<file path="config.mk">
export PLATFORM = sky130hd
export DESIGN_NAME = gst_timer
export DESIGN_NICKNAME = d
export VERILOG_FILES = /design/src/rtl/gst_pkg.sv /design/src/rtl/gst_prescaler.sv /design/src/rtl/gst_timer.sv
export SDC_FILE = /design/constraint.sdc
export NUM_CORES = 1
export LEC_CHECK = 0
export BUFFER_PORTS_ARGS = -buffer_cell sky130_fd_sc_hd__clkbuf_2
export CAP_MARGIN = 0
export CORE_UTILIZATION = 35
export DETAILED_ROUTE_END_ITERATION = 16
export GPL_ROUTABILITY_DRIVEN = 0
export PLACE_DENSITY = 0.56
export SYNTH_ARGS = -nofsm -noshare
export SYNTH_HDL_FRONTEND = slang
export SYNTH_SLANG_ARGS = --single-unit
</file>
<file path="constraint.sdc">
create_clock -name clk -period 2 [get_ports clk]
set_input_delay 0.2 -clock clk [delete_from_list [all_inputs] [get_ports clk]]
set_output_delay 0.2 -clock clk [all_outputs]
set_load 0.02 [all_outputs]
</file>
<file path="src/rtl/gst_pkg.sv">
// Constants used by the 16-bit gated timer core; its prescaler takes none of them.
// Assumes an 8-bit register port with byte addresses 0 to 6.
package gst_pkg;
  // Register byte addresses.
  localparam logic [2:0] ADDR_COUNT_LO   = 3'h0;
  localparam logic [2:0] ADDR_COUNT_HI   = 3'h1;
  localparam logic [2:0] ADDR_TIMER_CTRL = 3'h2;
  localparam logic [2:0] ADDR_GATE_CTRL  = 3'h3;
  localparam logic [2:0] ADDR_IRQ_STATUS = 3'h4;
  localparam logic [2:0] ADDR_IRQ_CLEAR  = 3'h5;
  localparam logic [2:0] ADDR_IRQ_ENABLE = 3'h6;
  // Field positions in the timer control, gate control and interrupt registers.
  localparam int CTRL_RUN_BIT    = 0;
  localparam int CTRL_SYNC_DIS   = 2;
  localparam int CTRL_OSC_EN     = 3;
  localparam int CTRL_PRESC_LSB  = 4;
  localparam int CTRL_SRC_LSB    = 6;
  localparam int GATE_EN_BIT     = 7;
  localparam int IRQ_OVF_BIT     = 0;
  // Values after reset, and the largest count.
  localparam logic [7:0]  TIMER_CTRL_RESET = 8'h00;
  localparam logic [7:0]  GATE_CTRL_RESET  = 8'h00;
  localparam logic [15:0] COUNT_RESET      = 16'h0000;
  localparam logic [15:0] COUNT_MAX        = 16'hFFFF;
  // System clock cycles per instruction cycle.
  localparam int INSTR_CYCLES = 4;
  // Clock source codes.
  typedef enum logic [1:0] {
    GST_SRC_INSTR  = 2'b00,
    GST_SRC_SYS    = 2'b01,
    GST_SRC_EXT    = 2'b10,
    GST_SRC_CAPOSC = 2'b11
  } gst_src_t;
  // Counter-mode arming states.
  typedef enum logic {
    GST_ARM_WAIT  = 1'b0,
    GST_ARM_READY = 1'b1
  } gst_arm_t;
endpackage

</file>
<file path="src/rtl/gst_prescaler.sv">
// Prescaler that passes one of every 1, 2, 4 or 8 input ticks.
// Assumes tick_in is a one-cycle enable on clk.
`timescale 1ns/1ps
module gst_prescaler #(
  parameter int WIDTH = 3
) (
  // Clock and reset
  input  wire logic             clk,
  input  wire logic             reset,
  // Control
  input  wire logic             clear,
  input  wire logic [1:0]       select,
  // Ticks
  input  wire logic             tick_in,
  output logic                  tick_out
);
  logic [WIDTH-1:0] cnt_reg;
  logic [WIDTH-1:0] mask;

  // Divide by two to the power select: all low select bits must be ones.
  assign mask     = WIDTH'((1 << select) - 1);
  assign tick_out = tick_in && ((cnt_reg & mask) == mask);

  always_ff @(posedge clk or posedge reset) begin
    if (reset) begin
      cnt_reg <= '0;
    end else if (clear) begin
      cnt_reg <= '0;
    end else if (tick_in) begin
      cnt_reg <= cnt_reg + WIDTH'(1);
    end
  end
endmodule

</file>
<file path="src/rtl/gst_timer.sv">
// Top of the 16-bit gated timer/counter with its register port.
// Assumes pins are synchronous to clk and the gate logic drives count_enable.
//
// Local design decisions: the plain strobed port and the placing of the registers.
`timescale 1ns/1ps
module gst_timer (
  // Clock and reset
  input  wire logic       clk,
  input  wire logic       reset,
  // Register port
  input  wire logic [2:0] addr,
  input  wire logic [7:0] wdata,
  input  wire logic       wr,
  input  wire logic       rd,
  output logic      [7:0] rdata,
  // Count sources and gate
  input  wire logic       external_count_pin,
  input  wire logic       cap_osc_in,
  input  wire logic       crystal_in_pin,
  input  wire logic       count_enable,
  // Power state
  input  wire logic       sleep,
  // Crystal amplifier drive
  output logic            crystal_out_pin_o,
  output logic            crystal_out_pin_oe,
  // Interrupt and wake
  output logic            irq,
  output logic            wake
);
  ////////////////////////////////////////////////////////////////////////////
  // Registers.
  logic [15:0]        count_reg;
  logic [15:0]        count_next;
  logic [7:0]         timer_control_reg;
  logic [7:0]         gate_control_reg;
  logic               overflow_flag_reg;
  logic               irq_enable_reg;
  logic [1:0]         instr_div_reg;
  logic               ext_sync1_reg;
  logic               ext_sync2_reg;
  logic               ext_raw_reg;
  logic               ext_prev_reg;
  gst_pkg::gst_arm_t  arm_reg;

  logic               run_bit;
  logic               gate_enable;
  logic               osc_enable;
  logic               sync_disable;
  logic [1:0]         prescale_select;
  gst_pkg::gst_src_t  clock_source_select;

  assign run_bit             = timer_control_reg[gst_pkg::CTRL_RUN_BIT];
  assign sync_disable        = timer_control_reg[gst_pkg::CTRL_SYNC_DIS];
  assign osc_enable          = timer_control_reg[gst_pkg::CTRL_OSC_EN];
  assign prescale_select     = timer_control_reg[gst_pkg::CTRL_PRESC_LSB +: 2];
  assign clock_source_select =
    gst_pkg::gst_src_t'(timer_control_reg[gst_pkg::CTRL_SRC_LSB +: 2]);
  assign gate_enable         = gate_control_reg[gst_pkg::GATE_EN_BIT];

  ////////////////////////////////////////////////////////////////////////////
  // Write decode.
  logic wr_lo;
  logic wr_hi;
  logic count_write;
  logic clear_ovf;

  assign wr_lo       = wr && (addr == gst_pkg::ADDR_COUNT_LO);
  assign wr_hi       = wr && (addr == gst_pkg::ADDR_COUNT_HI);
  assign count_write = wr_lo || wr_hi;
  assign clear_ovf   = wr && (addr == gst_pkg::ADDR_IRQ_CLEAR)
                       && wdata[gst_pkg::IRQ_OVF_BIT];

  always_ff @(posedge clk or posedge reset) begin
    if (reset) begin
      timer_control_reg <= gst_pkg::TIMER_CTRL_RESET;
      gate_control_reg  <= gst_pkg::GATE_CTRL_RESET;
      irq_enable_reg    <= 1'b0;
    end else if (wr) begin
      if (addr == gst_pkg::ADDR_TIMER_CTRL) begin
        timer_control_reg <= wdata;
      end
      if (addr == gst_pkg::ADDR_GATE_CTRL) begin
        gate_control_reg <= wdata;
      end
      if (addr == gst_pkg::ADDR_IRQ_ENABLE) begin
        irq_enable_reg <= wdata[gst_pkg::IRQ_OVF_BIT];
      end
    end
  end

  ////////////////////////////////////////////////////////////////////////////
  // Instruction clock enable: one pulse every four system clocks.
  logic instr_tick;

  assign instr_tick = (instr_div_reg == 2'(gst_pkg::INSTR_CYCLES - 1));

  always_ff @(posedge clk or posedge reset) begin
    if (reset) begin
      instr_div_reg <= 2'h0;
    end else begin
      instr_div_reg <= instr_div_reg + 2'h1;
    end
  end

  ////////////////////////////////////////////////////////////////////////////
  // External source: the pin, the crystal input or the sensing oscillator.
  logic ext_src;
  logic ext_level;
  logic ext_rise;
  logic ext_fall;
  logic ext_selected;

  assign ext_selected = (clock_source_select == gst_pkg::GST_SRC_EXT)
                        || (clock_source_select == gst_pkg::GST_SRC_CAPOSC);
  always_comb begin
    if (clock_source_select == gst_pkg::GST_SRC_CAPOSC) begin
      ext_src = cap_osc_in;
    end else if (osc_enable) begin
      ext_src = crystal_in_pin;
    end else begin
      ext_src = external_count_pin;
    end
  end

  // The synchronised path is one stage longer than the direct one, so a
  // mode change can drop or repeat one edge.
  always_ff @(posedge clk or posedge reset) begin
    if (reset) begin
      ext_sync1_reg <= 1'b0;
      ext_sync2_reg <= 1'b0;
      ext_raw_reg   <= 1'b0;
      ext_prev_reg  <= 1'b0;
    end else begin
      ext_sync1_reg <= ext_src;
      ext_sync2_reg <= ext_sync1_reg;
      ext_raw_reg   <= ext_src;
      ext_prev_reg  <= ext_level;
    end
  end

  assign ext_level = sync_disable ? ext_raw_reg : ext_sync2_reg;
  assign ext_rise  = ext_level && !ext_prev_reg;
  assign ext_fall  = !ext_level && ext_prev_reg;

  // Counter mode: a falling edge must be seen before the first counted rise.
  always_ff @(posedge clk or posedge reset) begin
    if (reset) begin
      arm_reg <= gst_pkg::GST_ARM_WAIT;
    end else if (count_write || !run_bit) begin
      arm_reg <= gst_pkg::GST_ARM_WAIT;
    end else begin
      unique case (arm_reg)
        gst_pkg::GST_ARM_WAIT: begin
          if (ext_fall) begin
            arm_reg <= gst_pkg::GST_ARM_READY;
          end
        end
        gst_pkg::GST_ARM_READY: begin
          arm_reg <= gst_pkg::GST_ARM_READY;
        end
      endcase
    end
  end

  ////////////////////////////////////////////////////////////////////////////
  // Count enable and source ticks.
  logic running;
  logic awake_ok;
  logic src_tick;
  logic presc_tick;

  // In sleep the core clocks stop; only unsynchronised external counting runs.
  assign awake_ok = !sleep || (sync_disable && ext_selected);
  assign running  = run_bit && (!gate_enable || count_enable)
                    && awake_ok;

  always_comb begin
    unique case (clock_source_select)
      gst_pkg::GST_SRC_SYS:   src_tick = 1'b1;
      gst_pkg::GST_SRC_INSTR: src_tick = instr_tick;
      default:                src_tick = ext_rise && (arm_reg == gst_pkg::GST_ARM_READY);
    endcase
  end

  gst_prescaler #(
    .WIDTH (3)
  ) u_prescaler (
    .clk      (clk),
    .reset    (reset),
    .clear    (count_write),
    .select   (prescale_select),
    .tick_in  (src_tick && running),
    .tick_out (presc_tick)
  );

  ////////////////////////////////////////////////////////////////////////////
  // Counter. A byte write takes precedence over a coincident increment.
  logic overflow_event;

  assign overflow_event = presc_tick && !count_write && (count_reg == gst_pkg::COUNT_MAX);

  always_comb begin
    count_next = count_reg;
    if (count_write) begin
      if (wr_lo) begin
        count_next[7:0] = wdata;
      end
      if (wr_hi) begin
        count_next[15:8] = wdata;
      end
    end else if (presc_tick) begin
      count_next = count_reg + 16'h0001;
    end
  end

  always_ff @(posedge clk or posedge reset) begin
    if (reset) begin
      count_reg <= gst_pkg::COUNT_RESET;
    end else begin
      count_reg <= count_next;
    end
  end

  ////////////////////////////////////////////////////////////////////////////
  // Overflow flag: a rollover in the same cycle as a clear keeps the flag set.
  always_ff @(posedge clk or posedge reset) begin
    if (reset) begin
      overflow_flag_reg <= 1'b0;
    end else if (overflow_event) begin
      overflow_flag_reg <= 1'b1;
    end else if (clear_ovf) begin
      overflow_flag_reg <= 1'b0;
    end
  end

  always_ff @(posedge clk or posedge reset) begin
    if (reset) begin
      irq  <= 1'b0;
      wake <= 1'b0;
    end else begin
      irq  <= overflow_flag_reg && irq_enable_reg;
      wake <= overflow_flag_reg && irq_enable_reg && sleep;
    end
  end

  ////////////////////////////////////////////////////////////////////////////
  // Crystal amplifier: inverting drive while the oscillator is enabled.
  always_ff @(posedge clk or posedge reset) begin
    if (reset) begin
      crystal_out_pin_o  <= 1'b0;
      crystal_out_pin_oe <= 1'b0;
    end else begin
      crystal_out_pin_o  <= osc_enable && !crystal_in_pin;
      crystal_out_pin_oe <= osc_enable;
    end
  end

  ////////////////////////////////////////////////////////////////////////////
  // Read port: data stand in the cycle after the strobe, otherwise zero.
  always_ff @(posedge clk or posedge reset) begin
    if (reset) begin
      rdata <= 8'h00;
    end else if (rd) begin
      unique case (addr)
        gst_pkg::ADDR_COUNT_LO:   rdata <= count_reg[7:0];
        gst_pkg::ADDR_COUNT_HI:   rdata <= count_reg[15:8];
        gst_pkg::ADDR_TIMER_CTRL: rdata <= timer_control_reg;
        gst_pkg::ADDR_GATE_CTRL:  rdata <= gate_control_reg;
        gst_pkg::ADDR_IRQ_STATUS: rdata <= {7'h00, overflow_flag_reg};
        gst_pkg::ADDR_IRQ_ENABLE: rdata <= {7'h00, irq_enable_reg};
        default:                  rdata <= 8'h00;
      endcase
    end else begin
      rdata <= 8'h00;
    end
  end
endmodule

</file>
==> impl_metrics.tcl <==
set metrics [dict create \
    critPathLaunch "count_reg[0]" \
    setup_viol 0 \
    syn-num-nets 290 \
    path_max_fanout 4 \
    skew_ps 7.27 \
    powerDensity_mw_per_mm2 938 \
    netlist_area_sq_mm 0.00290 \
    cts_tree "built" \
    leakagePower_nw 1.48 \
    grt_pass1_wl_mm 12.1 \
    most-common-layout-cells "dfrtp_1 (55), clkbuf_2 (31), nor2_1 (20), mux2i_1 (20), mux2_2 (16)" \
    syn_avg_cell_area_sq_um 10.9 \
    cts-root-buf "clkbuf_8" \
    finalPower_mw 3.12 \
    hpwl_mm 5.39 \
    hold_violations 0 \
    vias 2285 \
    drt_iter0_markers 156 \
    final_common_cell "dfrtp_1" \
    cp.required_ps 2230 \
    die_h_um 93.1 \
    tns_ps 0 \
    dr.pass1.iters 4 \
    max_freq_mhz 535 \
    cts_buffers 5 \
    start_util_pct 36.8 \
    synth-async-reset-ratio_pct 100 \
    nFillCells 787 \
    final_nets 332 \
    grt_pass1_vias 2274 \
    clockBufferDepth 2 \
    grt_overflow 0 \
    synth_edf_count 0 \
    hold_ws_ps 44.8 \
    avgRoutedWirePerCell_um 17.6 \
    grt_antenna_before_repair 0 \
    rsz0062_at_grt "yes" \
    utilization_pct 42.2 \
    synth_flop_cell "dfrtp_1" \
    relSlewSlack_pct 65.3 \
    die_w_um 93.1 \
    port_buffers 31 \
    dieArea_sq_mm 0.00866 \
    io_pins 32 \
    layout-drive-gt1-share_pct 27.3 \
    grt_max_degree 34 \
    clk_pin_slew_worst_paths_ps 100 \
    syn2layout_area_growth_pct 14.7 \
    r2r-start "count_reg[0]" \
    cts_htree_levels 2 \
    drc 0 \
    antenna_cells 0 \
    vias_per_cell 5.57 \
    coreArea_sq_mm 0.00789 \
    start_kind "register" \
    design_area_sq_mm 0.00333 \
    slew_violations 0 \
    fin_crit_sh_pct 93.4 \
    worstMarginPinSlew_ps 516 \
    synth_largest_area_cell "dfrtp_1" \
    ys_ff_latch 55 \
    min_period_ps 1870 \
    syn-instance-count 267 \
    hp-class "in2reg" \
    cts.sinks 55 \
    wl_mm 7.22 \
    ir_drop_uv 344 \
    worst-setup-path-type "reg2reg" \
    synth_area_leaders "dfrtp_1 (47%), mux2i_1 (6.9%), mux2_2 (6.2%)" \
    grt_usage_pct 18.3 \
    final_antenna_net_count 0 \
    status "finished clean" \
    synth_top_area_share_pct 47.4 \
    cp_data_arrival_time_ps 2100 \
    ys_types 53 \
    largest_reg_flops 16 \
    cap_violations 0 \
    fp-row-count 32 \
    place_area_sq_mm 0.00323 \
    worstSetupEndpointType "register" \
    yosys_warnings 0 \
    hp-start "crystal_in_pin" \
    insertion_delay_ps 310 \
    yosysSeqAreaShare_pct 47.4 \
]
per-stage QoR:
stage | instances | worst slack, ps
after floorplan | 267 | 381
after global placement | 402 | 64.9
after detailed placement | 402 | 56.8
after CTS | 409 | 24.9
after global routing | 410 | -39.9
final | 410 | 131
layer usage:
layer  vias to the layer above  part of all wire [%]  wire (um)  track usage, %
met5                         -                     0          0               0
met4                         0                   1.2         89            5.13
met3                         6                   5.5        400            2.85
met2                        83                    45       3260            29.0
met1                      1120                    48       3470            25.8
li1                       1076                     -          -               -
critical path, stage by stage (launching register included):
cell	delay, ps
dfrtp_1	460
ha_1	250
nand3_1	190
nor4_2	480
a21oi_1	120
a21oi_1	130
a2bb2oi_1	150
where the power goes:
group          internal [mW]  switching, mW
clock network          0.234          0.360
registers               1.37          0.299
logic                  0.419          0.435
cell usage after synthesis (all sizes together) (2+ instances only):
cell and n:
a21oi 14, a22oi 3, a2bb2oi 3, a31oi 7, a41oi 3, and2 11
and3 4, buf 11, clkbuf 2, dfrtp 55, ha 3, inv 7
mux2 16, mux2i 20, nand2 14, nand3 15, nand4b 2, nor2 21
nor2b 4, nor3 4, o211ai 3, o21ai 6, o22a 10, o22ai 8
xor2 2
cells by family after synthesis:
logic type	after synthesis	share of synthesized area, %
buffers and inverters	20	4.14
adder cells (fa/ha/maj)	3	1.29
XOR/XNOR	2	0.604
flip-flops	55	47.4
AND/OR/NAND/NOR	84	15.4
multiplexers	37	13.9
AO/OA/AOI/OAI	66	17.2
repair_timing:
item                       4_1_cts  5_1_grt
hold endpoints to repair        22        0
setup endpoints to repair        0        4
hold buffers                     1        0
setup buffers                    0        1
resized for setup                0        1
final timing paths:
check,end,slack (ps),depth (start not counted)
min reg2reg,ext_sync2_reg,390,0
min,crystal_out_pin_o,40,2
max,count_reg[14],130,6
max in group asynchronous,count_reg[14],1000,4
min in group asynchronous,wake,440,3
max reg2reg,count_reg[14],130,6
final cells by class:
class                           count  area [sq um]  share of cell area, %
Inverter                            7          26.3                  0.789
Tap cell                          102           128                   3.83
Timing Repair Buffer               48           310                   9.32
Sequential cell                    55          1380                   41.3
Clock buffer                        5          68.8                   2.07
Clock inverter                      1          7.51                  0.225
Multi-Input combinational cell    192          1410                   42.4
Note: power is estimated with default switching activity, not from simulation.
